===== config.mk =====
export PLATFORM = sky130hd
export DESIGN_NAME = flow_decoder
export DESIGN_NICKNAME = d
export VERILOG_FILES = /design/src/design/flow_pkg.sv /design/src/design/flow_decoder.sv /design/src/design/word_buf.sv
export SDC_FILE = /design/constraint.sdc
export NUM_CORES = 1
export LEC_CHECK = 0
export BUFFER_PORTS_ARGS = -buffer_cell sky130_fd_sc_hd__buf_2
export CORE_MARGIN = 3
export CORE_UTILIZATION = 52
export CTS_CLUSTER_DIAMETER = 100
export DETAILED_ROUTE_END_ITERATION = 16
export GPL_ROUTABILITY_DRIVEN = 0
export PLACE_DENSITY = 0.8
export SETUP_SLACK_MARGIN = 0.02
export SKIP_CTS_REPAIR_TIMING = 1
export SLEW_MARGIN = 25
export SYNTH_ARGS = -nofsm -noshare
export SYNTH_HDL_FRONTEND = slang
export SYNTH_SLANG_ARGS = --single-unit

===== constraint.sdc =====
create_clock -name clk_in -period 5.2 [get_ports clk_in]
set_input_delay 0.78 -clock clk_in [delete_from_list [all_inputs] [get_ports clk_in]]
set_output_delay 0.78 -clock clk_in [all_outputs]
set_load 0.1 [all_outputs]

===== src/design/flow_pkg.sv =====
/*
 package of the fetch/decode flow block: opcode prefixes, widths,
 reset values. assumes a 16-bit program word and 21-bit byte pc.
*/
package flow_pkg;
    localparam int WORD_W = 16;
    localparam int PC_W = 21;
    localparam int TP_W = 22;
    // first- and second-word opcode prefixes of the two-word instructions
    localparam logic [3:0] OP_FILE_MOVE = 4'hC;
    localparam logic [3:0] OP_SECOND_WORD = 4'hF;
    localparam logic [7:0] OP_CALL_HI = 8'hEC;
    localparam logic [6:0] OP_CALL_HI7 = 7'h76;
    localparam logic [7:0] OP_GOTO = 8'hEF;
    localparam logic [7:0] OP_LOAD_FSP = 8'hEE;
    localparam logic [1:0] LOAD_FSP_SUB = 2'h0;
    // single-word instructions handled here
    localparam logic [6:0] OP_TEST_SKIP_ZERO = 7'h33;
    localparam logic [5:0] OP_ADD_WORKING = 6'h09;
    localparam logic [7:0] OP_RETURN_LIT = 8'h0C;
    localparam logic [7:0] OP_MOVE_FROM_FILE_HI = 8'h50;
    localparam logic [15:0] OP_TABLE_READ = 16'h0008;
    localparam logic [15:0] OP_TABLE_WRITE = 16'h000C;
    localparam logic [7:0] PC_LOW_FILE_ADDR = 8'hF9;
    localparam logic [WORD_W-1:0] NOP_WORD = 16'h0000;
    localparam logic [PC_W-1:0] PC_RESET = 21'h000000;
    localparam logic [7:0] BYTE_RESET = 8'h00;
    localparam logic [TP_W-1:0] TP_RESET = 22'h000000;
    localparam logic [11:0] OPER_RESET = 12'h000;
endpackage


===== src/design/flow_decoder.sv =====
/*
 decode and program-flow logic: two-word instructions, skips,
 computed jump on the pc low byte, pc holding latches, table access.
 assumes fetch presents one word per valid cycle and execute
 supplies file data, working register and table memory bytes.
*/
// How it works
// - four two-word ops: file move, call, goto, load pointer
// - second words carry 1111 prefix and decode as special no-op
// - low twelve bits of second word are operand data
// - first word executed means second word fetched and used
// - a lone second word does nothing and changes no state
// - file move is 1100 first word, destination in second word
// - test-skip-if-zero skips next word when tested data is zero
// - adding working register to pc low byte jumps by bytes
// - that add leaves the high and upper holding latches alone
// - reading pc low byte copies pc high/upper into latches
// - return-with-literal returns with immediate in working reg
// - table pointer addresses program memory by byte
// - each table access moves exactly one byte
// - skip over a two-word instruction costs three cycles total
`timescale 1ns/100ps
`default_nettype none
module flow_decoder
    import flow_pkg::*;
(
    // clock and reset
    input wire logic clk_in,
    input wire logic sys_rst_in,
    // fetch path
    input wire logic word_valid_in,
    input wire logic [WORD_W-1:0] word_in,
    // execute-side operands
    input wire logic [7:0] file_data_in,
    input wire logic [7:0] working_in,
    input wire logic [PC_W-1:0] return_pc_in,
    input wire logic [7:0] prog_byte_in,
    input wire logic [TP_W-1:0] table_pointer_in,
    input wire logic [7:0] table_latch_in,
    // program flow
    output logic [PC_W-1:0] pc_out,
    output logic [7:0] pc_high_holding_latch_out,
    output logic [7:0] pc_upper_holding_latch_out,
    output logic [7:0] pc_low_read_out,
    // executed instruction
    output logic exec_out,
    output logic [WORD_W-1:0] first_word_out,
    output logic [11:0] operand_out,
    output logic two_word_out,
    output logic nop_out,
    output logic skip_out,
    output logic return_out,
    output logic [7:0] working_wr_out,
    output logic working_we_out,
    // table access
    output logic tbl_rd_out,
    output logic tbl_wr_out,
    output logic [TP_W-1:0] tbl_addr_out,
    output logic [7:0] tbl_wdata_out,
    output logic [7:0] table_latch_out
);
    typedef enum logic [1:0] {
        ST_FIRST = 2'b00,
        ST_SECOND = 2'b01,
        ST_SKIP = 2'b10,
        ST_SKIP2 = 2'b11
    } dec_state_t;

    function automatic logic is_two_word(input logic [WORD_W-1:0] w);
        is_two_word = (w[15:12] == OP_FILE_MOVE)
            || (w[15:9] == OP_CALL_HI7)
            || (w[15:8] == OP_GOTO)
            || ((w[15:8] == OP_LOAD_FSP) && (w[7:6] == LOAD_FSP_SUB));
    endfunction

    dec_state_t st_r, st_nxt;
    logic [PC_W-1:0] pc_r, pc_nxt;
    logic [7:0] plh_r, plh_nxt, plu_r, plu_nxt, lo_rd_r, lo_rd_nxt;
    logic exec_r, exec_nxt, tw_r, tw_nxt, nop_r, nop_nxt;
    logic skip_r, skip_nxt, ret_r, ret_nxt, wwe_r, wwe_nxt;
    logic [WORD_W-1:0] fw_r, fw_nxt;
    logic [11:0] oper_r, oper_nxt;
    logic [7:0] wwr_r, wwr_nxt, tlat_r, tlat_nxt, twd_r, twd_nxt;
    logic trd_r, trd_nxt, twr_r, twr_nxt;
    logic [TP_W-1:0] tad_r, tad_nxt;
    logic hold_load;
    logic [WORD_W-1:0] held_word;

    word_buf u_hold (
        .clk_in(clk_in),
        .sys_rst_in(sys_rst_in),
        .load_in(hold_load),
        .word_in(word_in),
        .word_out(held_word)
    );

    always_comb begin
        st_nxt = st_r;
        pc_nxt = pc_r;
        plh_nxt = plh_r;
        plu_nxt = plu_r;
        lo_rd_nxt = lo_rd_r;
        exec_nxt = 1'b0;
        tw_nxt = 1'b0;
        nop_nxt = 1'b0;
        skip_nxt = 1'b0;
        ret_nxt = 1'b0;
        wwe_nxt = 1'b0;
        wwr_nxt = wwr_r;
        fw_nxt = fw_r;
        oper_nxt = oper_r;
        tlat_nxt = tlat_r;
        twd_nxt = twd_r;
        trd_nxt = 1'b0;
        twr_nxt = 1'b0;
        tad_nxt = tad_r;
        hold_load = 1'b0;
        if (word_valid_in) begin
            pc_nxt = pc_r + PC_W'(2);
            unique case (st_r)
                ST_FIRST: begin
                    if (is_two_word(word_in)) begin
                        hold_load = 1'b1;
                        st_nxt = ST_SECOND;
                    end else if (word_in[15:12] == OP_SECOND_WORD) begin
                        nop_nxt = 1'b1;
                        exec_nxt = 1'b1;
                        fw_nxt = word_in;
                    end else begin
                        exec_nxt = 1'b1;
                        fw_nxt = word_in;
                        if (word_in[15:9] == OP_TEST_SKIP_ZERO
                                && file_data_in == BYTE_RESET) begin
                            skip_nxt = 1'b1;
                            st_nxt = ST_SKIP;
                        end
                        if (word_in[15:10] == OP_ADD_WORKING
                                && word_in[9]
                                && word_in[7:0] == PC_LOW_FILE_ADDR) begin
                            pc_nxt = pc_r + PC_W'(2) + PC_W'(working_in);
                        end
                        if (word_in[15:8] == OP_MOVE_FROM_FILE_HI
                                && word_in[7:0] == PC_LOW_FILE_ADDR) begin
                            lo_rd_nxt = pc_r[7:0];
                            plh_nxt = pc_r[15:8];
                            plu_nxt = {3'h0, pc_r[20:16]};
                        end
                        if (word_in[15:8] == OP_RETURN_LIT) begin
                            ret_nxt = 1'b1;
                            wwe_nxt = 1'b1;
                            wwr_nxt = word_in[7:0];
                            pc_nxt = return_pc_in;
                        end
                        if (word_in == OP_TABLE_READ) begin
                            trd_nxt = 1'b1;
                            tad_nxt = table_pointer_in;
                            tlat_nxt = prog_byte_in;
                        end
                        if (word_in == OP_TABLE_WRITE) begin
                            twr_nxt = 1'b1;
                            tad_nxt = table_pointer_in;
                            twd_nxt = table_latch_in;
                        end
                    end
                end
                ST_SECOND: begin
                    exec_nxt = 1'b1;
                    tw_nxt = 1'b1;
                    fw_nxt = held_word;
                    oper_nxt = word_in[11:0];
                    st_nxt = ST_FIRST;
                    if (held_word[15:8] == OP_GOTO
                            || held_word[15:9] == OP_CALL_HI7) begin
                        pc_nxt = {word_in[11:0], held_word[7:0], 1'b0};
                    end
                end
                ST_SKIP: begin
                    nop_nxt = 1'b1;
                    exec_nxt = 1'b1;
                    fw_nxt = NOP_WORD;
                    st_nxt = is_two_word(word_in) ? ST_SKIP2 : ST_FIRST;
                end
                ST_SKIP2: begin
                    nop_nxt = 1'b1;
                    exec_nxt = 1'b1;
                    fw_nxt = NOP_WORD;
                    st_nxt = ST_FIRST;
                end
            endcase
        end
    end

    always_ff @(posedge clk_in or posedge sys_rst_in) begin
        if (sys_rst_in) begin
            st_r <= ST_FIRST;
            pc_r <= PC_RESET;
            plh_r <= BYTE_RESET;
            plu_r <= BYTE_RESET;
            lo_rd_r <= BYTE_RESET;
            exec_r <= 1'b0;
            tw_r <= 1'b0;
            nop_r <= 1'b0;
            skip_r <= 1'b0;
            ret_r <= 1'b0;
            wwe_r <= 1'b0;
            wwr_r <= BYTE_RESET;
            fw_r <= NOP_WORD;
            oper_r <= OPER_RESET;
            tlat_r <= BYTE_RESET;
            twd_r <= BYTE_RESET;
            trd_r <= 1'b0;
            twr_r <= 1'b0;
            tad_r <= TP_RESET;
        end else begin
            st_r <= st_nxt;
            pc_r <= pc_nxt;
            plh_r <= plh_nxt;
            plu_r <= plu_nxt;
            lo_rd_r <= lo_rd_nxt;
            exec_r <= exec_nxt;
            tw_r <= tw_nxt;
            nop_r <= nop_nxt;
            skip_r <= skip_nxt;
            ret_r <= ret_nxt;
            wwe_r <= wwe_nxt;
            wwr_r <= wwr_nxt;
            fw_r <= fw_nxt;
            oper_r <= oper_nxt;
            tlat_r <= tlat_nxt;
            twd_r <= twd_nxt;
            trd_r <= trd_nxt;
            twr_r <= twr_nxt;
            tad_r <= tad_nxt;
        end
    end

    assign pc_out = pc_r;
    assign pc_high_holding_latch_out = plh_r;
    assign pc_upper_holding_latch_out = plu_r;
    assign pc_low_read_out = lo_rd_r;
    assign exec_out = exec_r;
    assign first_word_out = fw_r;
    assign operand_out = oper_r;
    assign two_word_out = tw_r;
    assign nop_out = nop_r;
    assign skip_out = skip_r;
    assign return_out = ret_r;
    assign working_wr_out = wwr_r;
    assign working_we_out = wwe_r;
    assign tbl_rd_out = trd_r;
    assign tbl_wr_out = twr_r;
    assign tbl_addr_out = tad_r;
    assign tbl_wdata_out = twd_r;
    assign table_latch_out = tlat_r;
endmodule
`default_nettype wire


===== src/design/word_buf.sv =====
/*
 holds the first word of a two-word instruction until its second
 word arrives. assumes single clock, async active-high reset.
*/
`timescale 1ns/100ps
`default_nettype none
module word_buf
    import flow_pkg::*;
(
    // clock and reset
    input wire logic clk_in,
    input wire logic sys_rst_in,
    // write side
    input wire logic load_in,
    input wire logic [WORD_W-1:0] word_in,
    // held word
    output logic [WORD_W-1:0] word_out
);
    logic [WORD_W-1:0] word_r;
    logic [WORD_W-1:0] word_nxt;

    always_comb begin
        word_nxt = load_in ? word_in : word_r;
    end

    always_ff @(posedge clk_in or posedge sys_rst_in) begin
        if (sys_rst_in) begin
            word_r <= NOP_WORD;
        end else begin
            word_r <= word_nxt;
        end
    end

    assign word_out = word_r;
endmodule
`default_nettype wire


* Word level (Yosys, flattened, before mapping)
Cells that the tools add are included.
Word-level totals: bits of input ports 94, bits in registers 141, output and inout bits 127, word-level logic and storage cells 114
Operators by class: muxes and demuxes 47, reduce and logical (&&, ||, !) cells 24, add/subtract/negate cells 2, bitwise operators 2, equality and inequality tests 20
Operators with widths (count):
- 21-bit 2-to-1 mux | 5
- 16-bit one-hot mux with 3 select lines | 1
- 22-bit 2-to-1 mux | 2
- 21-bit one-hot mux with 2 select lines | 1
- 16-bit by 4-bit == test with 1-bit output, second input constant | 2
- 8-bit == test, second input constant | 4
- 1-bit 2-to-1 mux | 30
- 5-bit AND reduction | 5
- 21-bit by 2-bit adder with 21-bit output, second input constant | 1
- 21-bit by 8-bit adder with 21-bit output | 1
- 16-bit 2-to-1 mux | 1
- 7-bit == test, second input constant | 2
- 4-bit == test, second input constant | 2
- 8-bit by 4-bit == test with 1-bit output, second input constant | 1
- 8-bit by 7-bit == test with 1-bit output, second input constant | 1
- 8-bit zero test | 1
- 2-bit 2-to-1 mux | 4
- 7-bit by 6-bit == test with 1-bit output, second input constant | 1
- 6-bit by 4-bit == test with 1-bit output, second input constant | 1
- 3-bit != test, second input constant | 2
- 2-bit one-hot mux with 3 select lines | 1
- 1-bit logical AND | 5
- 2-bit == test, second input constant | 2
- 2-bit zero test | 2
- other kinds (10) | 17

* Longest topological paths before layout
Gate-level depths: netlist of the first run.
depth in word-level cells 8, depth in mapped cells 13, mapped depth without buffers 12

* Hierarchy
Synthesis of the first run repeated with hierarchy kept, for this count alone.
Second synthesis, totals: cell total of the unflattened synthesis 670, area, all modules 7387.1 um^2
Modules (own cells, without submodules):
- flow_decoder | cells each 635, instances 1, area each 6734.0 um^2
- word_buf | cells each 35, instances 1, area each 653.1 um^2

* Least setup slack after synthesis of the first run
Ideal clock, no wire load.
path type reg2reg, from reg pc_r[3] (netlist: pc_out[3]), to reg pc_r[14] (netlist: pc_out[14]), slack 1.661 ns, data required time 5.078 ns, period minus slack after synthesis 3.539 ns, cell stages (with the launch flop) 13, data arrival time 3.417 ns, library setup time 0.122 ns, cells stage by stage dfrtp_1 > buf_2 > nand3_1 > xnor2_1 > ha_1 > a21oi_1 > o21ai_0 > a2111oi_0 > nor2_1 > nand3_1 > mux2i_1 > a21oi_1 > o22a_1
On the way: word-level cells in the longest chain between the ends 7, elaborated cells between the ends (all ways) 8
Ends and longest elaborated chain:
- start: declaration | RTL line flow_decoder.sv:77 | logic [PC_W-1:0] pc_r, pc_nxt;
- start signal: assignment | RTL line flow_decoder.sv:216 | pc_r <= pc_nxt;
- 21-bit by 2-bit adder with 21-bit output * | RTL line flow_decoder.sv:119, flow_decoder.sv:140
- 21-bit by 8-bit adder with 21-bit output | RTL line flow_decoder.sv:140 | pc_nxt = pc_r + PC_W'(2) + PC_W'(working_in);
- 21-bit 2-to-1 mux | RTL line flow_decoder.sv:137 | if (word_in[15:10] == OP_ADD_WORKING
- 21-bit 2-to-1 mux | RTL line flow_decoder.sv:148 | if (word_in[15:8] == OP_RETURN_LIT) begin
- 21-bit 2-to-1 mux | RTL line flow_decoder.sv:125 | end else if (word_in[15:12] == OP_SECOND_WORD) begin
- 21-bit 2-to-1 mux | RTL line flow_decoder.sv:122 | if (is_two_word(word_in)) begin
- 21-bit one-hot mux with 2 select lines * | RTL line flow_decoder.sv:120 | unique case (st_r)
Mark *: on every way between the ends. The rest lies on a longest branch, timed or not. A chain may end at the register's enable or synchronous reset.

* Worst setup path after layout of the first run
Same ends and word-level chain as after synthesis.

==> run summary, run 1 <==
Net Sw Power = 1.854 mW
Final ANT Viol Nets = 0
DIE AREA = 15,680 um2
Netlist Area Pre-Place = 7388 um2
cell row count = 42
post-synth top area share = 47.76%
predominant post-synthesis flop cell = dfrtp_1
Fin Clk Skew = 0.01070 ns
async set-or-reset flop fraction in the synthesized netlist = 100.0%
commonest non-fill, non-tap cell in the layout = buf_2
RSZ-0062 raised after global routing = no
Synth Area per Inst = 10.85 um2
core area = 13,560 um2
filler instances = 1,078
clk buf depth = 2
Clk network pwr share = 29.2%
worst reg2reg path depth = 11
Place WS = 1.679 ns
Hold Fails Final Rpt = 0
initial antenna violation count = 0
Max VDD drop = 0.0002475 V
vias in the first global route = 6,450
Worst Hold Depth = 2
# placed instances = 1,038
layout cell share with drive strength beyond 1 = 40.97%
Via density = 5.963
PortBufs = 217
commonest cells after routing, fill and taps aside = 217 x buf_2, 140 x dfrtp_1, 91 x mux2_2
Fin Hold WS = 0.4772 ns
Post-Route WL = 21,230 um
nets = 986
largest net degree at the start of global routing = 114
H-tree depth = 4
detailed-placement wirelength estimate = 15,400 um
crit path time final = 3.431 ns
CP Max Fanout = 10
Slew @ Worst Pin = 0.8720 ns
synthesis-stage register bit count = 141
Clk Latency, worst-skew pair = 0.43 ns
area leader, netlist = dfrtp_1
total grt overflow = 0
vias = 6,363
utilization after layout = 67.83%
CP Data Required Time = 5.52 ns
Initial DRC Count = 619
Final Power = 4.250 mW
First-pass DRT Iterations = 6
I/O Pins = 221
Root Buffer = clkbuf_16
Yosys cell types = 68
fin crit share = 65.98%
WL per Instance = 19.90 um
pwr dens = 462.2 nW/um2
Layout Cells excl Fill = 1,067
sequential-to-total area share from yosys stat = 47.76%
first-pass GRT wire length = 34,250 um
CP Capture Type = register
Remaining DRCs = 0
switching share of total power = 43.62%
all-layer global routing usage = 27.42%
worst setup path category = register to register
status = complete, no violations
Synth Warn # = 0
Reg clk slew, reported paths = 0.06 ns
Cells after Synth = 681
fin worst setup slack = 1.769 ns
LEAKAGE = 4.514 nW
startpoint types = register
fin. max-slew vios = 0
EDFF count, synth = 0
Slew Limit Headroom = 41.86%
R2R setup slack = 1.77 ns
TritonCTS Sinks = 141
capturing point of the worst reg2reg path = pc_out[14]
worst r2r src = pc_out[3]
CTS Buf Count = 17
setup violators final = 0
Ant. Diodes = 0
achievable clock frequency = 0.2915 GHz
P&R area growth vs syn = 24.47%
Max Cap Viol = 0
WHS Endpoint = first_word_out[12]
Seq pwr share = 32.9%
final instance area = 9196 um2
Final TNS setup = 0 ns
synth top area cells = dfrtp_1 48%, mux2_2 14%, mux2i_1 3.4%
Die Span X = 125.2 um
Die Y-Extent = 125.2 um
cell area after placement = 8582 um2
Comb power frac = 37.9%
hold path startpoint = first_word_out[12]
worst path arrival time = 3.75 ns
CTS tree = yes
initial core utilization = 54.49%
Min-Delay Path Class = register to register
internal power = 2.396 mW
critical path, cell delays in order (launching register included):
cell and delay, ns:
dfrtp_1 0.56, nand3_1 0.19, xnor2_1 0.25, ha_1 0.31, a21oi_1 0.24, o21ai_0 0.17, a2111oi_0 0.71, nor2_1 0.27
nand3_1 0.17, mux2i_1 0.19, a21oi_1 0.09, o22a_1 0.18
final cells by class:
cell class	count	area, um2	area share (%)
Sequential cell	141	3530	38.38
Tap cell	176	220.2	2.395
Clock inverter	9	137.6	1.497
Timing Repair Buffer	224	1139	12.38
Clock buffer	20	456.7	4.966
Inverter	14	60.06	0.6531
Multi-Input combinational cell	483	3654	39.73
power by group through the flow:
stage	sequential, mW	combinational [mW]	clock [mW]
after floorplan	2.04	0.637	0
after global placement	1.41	1.58	0
after detailed placement	1.41	1.59	0
after CTS	1.40	1.60	1.25
after global routing	1.42	1.70	1.30
final	1.40	1.61	1.24
state kept, by name, indices dropped and copies added (netlist names):
signal / flops
nop_out: 1
tbl_wr_out: 1
two_word_out: 1
pc_out: 21
first_word_out: 16
u_hold.word_out: 16
skip_out: 1
tbl_wdata_out: 8
pc_low_read_out: 8
working_wr_out: 8
pc_upper_holding_latch_out: 5
operand_out: 12
tbl_rd_out: 1
tbl_addr_out: 22
pc_high_holding_latch_out: 8
working_we_out: 1
table_latch_out: 8
exec_out: 1
st_r: 2
cells by family after synthesis:
logic type	synth area share, %
simple gates	14.29
compound gates	11.89
flops	47.76
mux	17.26
buf+inv	3.353
other cells	0.05076
xor+xnor	3.438
fa+ha+maj	1.964
cells in the mapped netlist, types with 4 or more instances:
cell type	count
dfrtp_1	141
and2_1	5
xnor2_1	22
a21oi_1	26
o31ai_1	18
o22a_1	4
a22oi_1	5
nor3b_1	5
clkbuf_1	31
buf_2	9
o21a_1	4
o2111ai_1	4
o211ai_1	4
nand2b_1	4
o221ai_1	9
nand4_1	11
nand2_1	57
nor2_1	30
nor4_2	4
inv_1	14
mux2i_1	25
mux2_2	91
xor2_1	7
nand3_1	26
nor4_1	8
buf_4	4
nor3_1	10
o21ai_0	30
ha_1	10
or2_2	5
per-layer routing:
layer / global-route usage [%] / share of wire, % / up-vias
li1: - / - / 2886
met1: 34.62 / 40 / 3060
met2: 44.61 / 47 / 363
met3: 9.680 / 11 / 54
met4: 8.546 / 2.4 / 0
met5: 0 / 0 / -
how the worst max path moves through the flow:
stage               slack [ns]         end     startpoint
floorplan                 0.64    exec_out     sys_rst_in
global placement          1.74  pc_out[14]  working_in[0]
detailed placement        1.68  pc_out[14]  working_in[0]
CTS                       1.87  pc_out[14]      pc_out[3]
global route              1.61  pc_out[16]      pc_out[3]
finish                    1.77  pc_out[14]      pc_out[3]
Note: power is estimated with default switching activity, not from simulation.
==> inputs of run 2 (changes only) <==
--- a/config.mk
+++ b/config.mk
@@ -7,11 +7,11 @@
 export LEC_CHECK = 0
 export BUFFER_PORTS_ARGS = -buffer_cell sky130_fd_sc_hd__buf_2
 export CORE_MARGIN = 3
-export CORE_UTILIZATION = 52
+export CORE_UTILIZATION = 47
 export CTS_CLUSTER_DIAMETER = 100
 export DETAILED_ROUTE_END_ITERATION = 16
 export GPL_ROUTABILITY_DRIVEN = 0
-export PLACE_DENSITY = 0.8
+export PLACE_DENSITY = 0.77
 export SETUP_SLACK_MARGIN = 0.02
 export SKIP_CTS_REPAIR_TIMING = 1
 export SLEW_MARGIN = 25
==> constraint.sdc (replaced) <==
create_clock -name clk_in -period 2.8 [get_ports clk_in]
set_input_delay 0.42 -clock clk_in [delete_from_list [all_inputs] [get_ports clk_in]]
set_output_delay 0.42 -clock clk_in [all_outputs]
set_load 0.1 [all_outputs]
==> run 2 against run 1 <==
  * Flip-flop and latch count did not move
  * Utilization fell by 3.4 points
  * Worst hold slack lost 0.26 ns
  * Via count up 4.1%
  * Maximum frequency grew 27%
  * Largest power group unchanged
  * Highest routed layer is now met5
==> run summary, run 2 (synthesis results as in run 1) <==
initial core utilization = 48.24%
vias = 6,625
First-pass DRT Iterations = 6
Max VDD drop = 0.0004368 V
layout cell share with drive strength beyond 1 = 48.63%
Reg clk slew, reported paths = 0.07 ns
Min-Delay Path Class = input port to register
CP Capture Type = register
first-pass GRT wire length = 34,780 um
Net Sw Power = 3.700 mW
Initial DRC Count = 541
Via density = 5.701
Slew @ Worst Pin = 0.7057 ns
setup violators final = 0
metal2 WL = 10,190 um
H-tree depth = 4
WL met1 = 9107 um
WL per Instance = 19.16 um
RSZ-0062 raised after global routing = yes
number of flip-flops in the largest register = 22
switching share of total power = 44.60%
CTS Buf Count = 17
commonest non-fill, non-tap cell in the layout = buf_2
Place WS = 0.04561 ns
CTS tree = yes
Die Y-Extent = 131.4 um
Root Buffer = clkbuf_16
# placed instances = 1,114
worst setup path category = register to register
Comb power frac = 42.2%
P&R area growth vs syn = 33.65%
TritonCTS Sinks = 141
worst path arrival time = 3.01 ns
largest net degree at the start of global routing = 61
Clk Latency, worst-skew pair = 0.43 ns
fin. max-slew vios = 0
internal power = 4.595 mW
Die Span X = 131.4 um
filler instances = 1,256
achievable clock frequency = 0.3696 GHz
Layout Cells excl Fill = 1,162
vias in the first global route = 6,595
DIE AREA = 17,260 um2
core area = 15,310 um2
Highest Signal Layer = met5
Remaining DRCs = 0
LEAKAGE = 4.820 nW
Seq pwr share = 30.8%
nets = 1,042
cell row count = 45
clk buf depth = 2
cell area after placement = 9059 um2
PortBufs = 217
Hold Fails Final Rpt = 0
final instance area = 9874 um2
Final ANT Viol Nets = 0
all-layer global routing usage = 25.28%
total grt overflow = 0
fin crit share = 96.64%
CP Data Required Time = 3.11 ns
Clk network pwr share = 27.0%
detailed-placement wirelength estimate = 16,330 um
initial antenna violation count = 1
Post-Route WL = 22,260 um
Max Cap Viol = 0
startpoint types = register
Slew Limit Headroom = 52.61%
crit path time final = 2.706 ns
Fin Clk Skew = 0.01013 ns
commonest cells after routing, fill and taps aside = 217 x buf_2, 125 x dfrtp_1, 91 x mux2_2
wire length on met3 = 2137 um
pwr dens = 840.1 nW/um2
CP Max Fanout = 8
fin worst setup slack = 0.09403 ns
I/O Pins = 221
status = complete, no violations
run 2: cell count changes in the layout (fill, tap and decap cells not counted), sizes merged:
| cell | before | now |
|---|---|---|
| clkbuf | 20 | 19 |
| dlygate4sd3 | 0 | 1 |
| diode | 0 | 1 |
| buf | 224 | 278 |
| inv | 15 | 22 |
| bufinv | 3 | 1 |
run 2: worst paths after layout:
kind                                      to  cells after the start  slack, ns         startpoint
min in group asynchronous    tbl_addr_out[8]                      3       0.49         sys_rst_in
setup / recovery                   pc_out[9]                     12       0.09          pc_out[2]
hold / removal              tbl_wdata_out[3]                      2       0.22  table_latch_in[3]
max in group asynchronous    operand_out[10]                      4       1.55         sys_rst_in
hold reg to reg            first_word_out[2]                      2       0.47  first_word_out[2]
setup reg to reg                   pc_out[9]                     12       0.09          pc_out[2]
run 2: per-layer routing:
metal	GRT usage, %	vias to the layer above
li1	-	3009
met4	11.61	2
met2	39.34	358
met3	7.848	70
met1	32.49	3186
met5	0	-
run 2: final cells by class:
class / instances / area [um2] / area share, %
flip-flops and latches: 141 / 3548 / 35.94
well taps: 211 / 264.0 / 2.674
clock inverters: 14 / 147.6 / 1.495
clock buffers: 18 / 439.2 / 4.448
repair buffers: 280 / 1584 / 16.04
inverters: 14 / 56.30 / 0.5702
diodes: 1 / 2.502 / 0.02534
multi-input cells: 483 / 3832 / 38.81
run 2: worst max-delay path, stage by stage (launching register included):
cell      delay (ns)
dfrtp_2         0.49
ha_4            0.23
nand3_4         0.08
xnor2_2         0.23
ha_2            0.36
nand2_1         0.13
nor3_1          0.06
a211o_2         0.42
nand3b_1        0.13
xnor2_1         0.12
o21ai_1         0.08
a22oi_1         0.17
a21oi_1         0.08
run 2: metrics by stage:
stage                     total power [mW]  utilization, %  setup TNS (ns)  hold WS [ns]
final                                8.295           64.48               0        0.2180
after global routing                 8.639           64.46        -0.02622        0.2068
after CTS                            8.038           62.98               0      -0.07881
after detailed placement             5.777           59.15               0        0.3781
after global placement               5.739           59.15               0        0.3797
after floorplan                      5.132               -         -0.1594        0.4622
run 2: power by group through the flow:
| stage | sequential [mW] | combinational (mW) | clock, mW |
|---|---|---|---|
| after floorplan | 3.83 | 1.30 | 0 |
| after global placement | 2.59 | 3.14 | 0 |
| after detailed placement | 2.60 | 3.17 | 0 |
| after CTS | 2.57 | 3.18 | 2.28 |
| after global routing | 2.58 | 3.68 | 2.37 |
| final | 2.55 | 3.50 | 2.24 |
==> inputs of run 3 (changes only) <==
--- a/config.mk
+++ b/config.mk
@@ -7,14 +7,15 @@
 export LEC_CHECK = 0
 export BUFFER_PORTS_ARGS = -buffer_cell sky130_fd_sc_hd__buf_2
 export CORE_MARGIN = 3
-export CORE_UTILIZATION = 47
+export CORE_UTILIZATION = 52
 export CTS_CLUSTER_DIAMETER = 100
 export DETAILED_ROUTE_END_ITERATION = 16
 export GPL_ROUTABILITY_DRIVEN = 0
-export PLACE_DENSITY = 0.77
+export PLACE_DENSITY = 0.8
 export SETUP_SLACK_MARGIN = 0.02
 export SKIP_CTS_REPAIR_TIMING = 1
 export SLEW_MARGIN = 25
 export SYNTH_ARGS = -nofsm -noshare
 export SYNTH_HDL_FRONTEND = slang
+export SYNTH_HIERARCHICAL = 1
 export SYNTH_SLANG_ARGS = --single-unit
==> constraint.sdc (replaced) <==
create_clock -name clk_in -period 2.9 [get_ports clk_in]
set_input_delay 0.435 -clock clk_in [delete_from_list [all_inputs] [get_ports clk_in]]
set_output_delay 0.435 -clock clk_in [all_outputs]
set_load 0.1 [all_outputs]
==> run 3 against run 2 <==
  * Sequential share of layout area is 0.73 points higher
  * Critical endpoint is now pc_out[17]
  * Cell count is 5.0% lower
  * Setup slack worse by 0.069 ns
  * Non-clock buffer count is 13 lower
  * Area after synthesis hardly changed
  * Clock power hardly changed
  * Largest cell class unchanged
  * Die area is 9.2% lower
==> run summary, run 3 <==
Slew @ Worst Pin = 0.8601 ns
Remaining DRCs = 0
Fin Clk Skew = 0.008669 ns
Cells after Synth = 670
capturing point of the worst reg2reg path = pc_out[17]
Max Cap Viol = 0
CP Data Required Time = 3.21 ns
Seq pwr share = 29.9%
Final TNS setup = 0 ns
filler instances = 986
Worst path max stage delay = 0.41 ns
core area = 13,560 um2
pwr dens = 870.3 nW/um2
count leader, synth = dfrtp_1
Clk network pwr share = 26.7%
PortBufs = 217
P&R area growth vs syn = 30.84%
WP buf/inv = 0
achievable clock frequency = 0.3478 GHz
WL per Instance = 20.53 um
post-synth top area share = 47.76%
LEAKAGE = 4.813 nW
first-pass GRT wire length = 34,870 um
clk buf depth = 2
Die Span X = 125.2 um
Clk Latency, worst-skew pair = 0.43 ns
compound-cell area share of the yosys netlist = 13.70%
Synth Area per Inst = 11.03 um2
CTS Buf Count = 17
Die Y-Extent = 125.2 um
fin crit share = 99.13%
synth top area cells = dfrtp_1 48%, mux2_2 13%, nand2_1 2.7%
CP max-delay cell = dfrtp_2
area leader, netlist = dfrtp_1
main combinational cell family by area after synthesis = multiplexers
Max VDD drop = 0.0006362 V
async set-or-reset flop fraction in the synthesized netlist = 100.0%
EDFF count, synth = 0
Slew Limit Headroom = 42.60%
detailed-placement wirelength estimate = 16,340 um
vias in the first global route = 6,498
I/O Pins = 221
Min-Delay Path Class = input port to async pin
Final ANT Viol Nets = 0
Via density = 6.045
startpoint types = register
CP top delay family = compound AO/OA/AOI/OAI gates
commonest cells after routing, fill and taps aside = 217 x buf_2, 129 x dfrtp_1, 83 x mux2_2
Post-Synth Adder-Cell Area = 1.965%
Root Buffer = clkbuf_16
Post-Route WL = 22,660 um
crit path time final = 2.875 ns
fin. max-slew vios = 0
CP cell instances = nand2_2 > nor2_4 > xor2_2 > ha_2 > a21o_1 > nor3_1 > o21ai_1 > a31oi_2 > nor4b_4 > nand3_1 > nor4_2 > a211o_1
First-pass DRT Iterations = 5
Synth Warn # = 6
switching share of total power = 44.25%
H-tree depth = 4
vias = 6,674
utilization after layout = 71.29%
DIE AREA = 15,670 um2
WL met1 = 8866 um
cell row count = 42
worst r2r src = pc_out[2]
worst path arrival time = 3.18 ns
worst setup path category = register to register
Reg clk slew, reported paths = 0.06 ns
synthesis-stage register bit count = 141
metal2 WL = 10,850 um
internal power = 4.689 mW
post-synthesis simple-gate area fraction = 12.62%
CTS tree = yes
setup violators final = 0
TritonCTS Sinks = 141
Netlist Area Pre-Place = 7387 um2
Ant. Diodes = 0
synth cell count leaders = 141 x dfrtp_1, 83 x mux2_2, 53 x nand2_1
CP Capture Type = register
Yosys cell types = 76
status = complete, no violations
sequential-to-total area share from yosys stat = 47.76%
RSZ-0062 raised after global routing = yes
number of flip-flops in the largest register = 22
initial antenna violation count = 0
all-layer global routing usage = 28.19%
total grt overflow = 0
xor/xnor cell area share of the yosys netlist = 3.320%
Comb power frac = 43.4%
Initial DRC Count = 747
Hold Fails Final Rpt = 0
Net Sw Power = 3.723 mW
nets = 1,020
predominant post-synthesis flop cell = dfrtp_1
initial core utilization = 54.49%
CP Max Fanout = 4
mux contribution to synthesized area = 16.99%
largest net degree at the start of global routing = 70
Highest Signal Layer = met4
critical path startpoint = pc_out[2]
Final Power = 8.412 mW
R2R setup slack = 0.03 ns
commonest non-fill, non-tap cell in the layout = buf_2
worst reg2reg path depth = 12
layout cell share with drive strength beyond 1 = 47.31%
wire length on met3 = 1956 um
run 3: changes by cell type after synthesis, moves of 8 or more:
| cell | previous run | this run |
|---|---|---|
| xnor2_1 | 22 | 14 |
| nand3_1 | 26 | 16 |
| mux2_2 | 91 | 83 |
| mux2_4 | 0 | 10 |
| nor2_1 | 30 | 45 |
| mux2i_1 | 25 | 17 |
run 3: metrics by stage:
step / cell area (um2) / std cells / hold slack (ns) / setup WS, ns
2_1_floorplan: 7513 / 672 / 0.3487 / -0.1733
3_3_place_gp: 8900 / 1061 / 0.4560 / 0.1615
3_5_place_dp: 8900 / 1061 / 0.4625 / 0.02319
4_1_cts: 9507 / 1093 / 0.1333 / -0.03613
5_1_grt: 9666 / 1104 / 0.1728 / -0.02110
6_report: 9666 / 1104 / 0.1181 / 0.02517
run 3: kinds of logic (layout without fill, tap and decap cells):
kind of cell,Yosys count,in the layout
other,1,3
adder cells (fa/ha/maj),11,11
AO/OA/AOI/OAI,144,144
AND/OR/NAND/NOR,179,179
multiplexers,110,110
XOR/XNOR,28,28
flip-flops,141,141
buffers and inverters,56,312
run 3: power groups by stage:
stage / sequential, mW / clock (mW) / combinational (mW)
after floorplan: 3.72 / 0 / 1.46
after global placement: 2.54 / 0 / 3.25
after detailed placement: 2.55 / 0 / 3.31
after CTS: 2.52 / 2.26 / 3.34
after global routing: 2.55 / 2.36 / 3.83
final: 2.51 / 2.24 / 3.65
run 3: cell type report:
cell class	count	area (um2)	share of cell area, %
clock inverters	13	163.9	1.696
well taps	176	220.2	2.278
clock buffers	19	442.9	4.583
repair buffers	267	1474	15.25
multi-input cells	475	3769	38.99
flip-flops and latches	141	3543	36.66
inverters	13	52.55	0.5437
run 3: layer usage:
| layer | up-vias | global-route usage, % |
|---|---|---|
| li1 | 2974 | - |
| met1 | 3228 | 37.27 |
| met2 | 383 | 44.29 |
| met3 | 89 | 7.335 |
| met4 | 0 | 12.12 |
| met5 | - | 0 |
run 3: how the worst max path moves through the flow:
stage	end	slack, ns	cells past startpoint
3_5_place_dp	pc_out[10]	0.02	11
5_1_grt	pc_out[17]	-0.02	12
3_3_place_gp	pc_out[10]	0.16	11
6_report	pc_out[17]	0.03	12
4_1_cts	pc_out[14]	-0.04	11
2_1_floorplan	pc_out[10]	-0.17	13
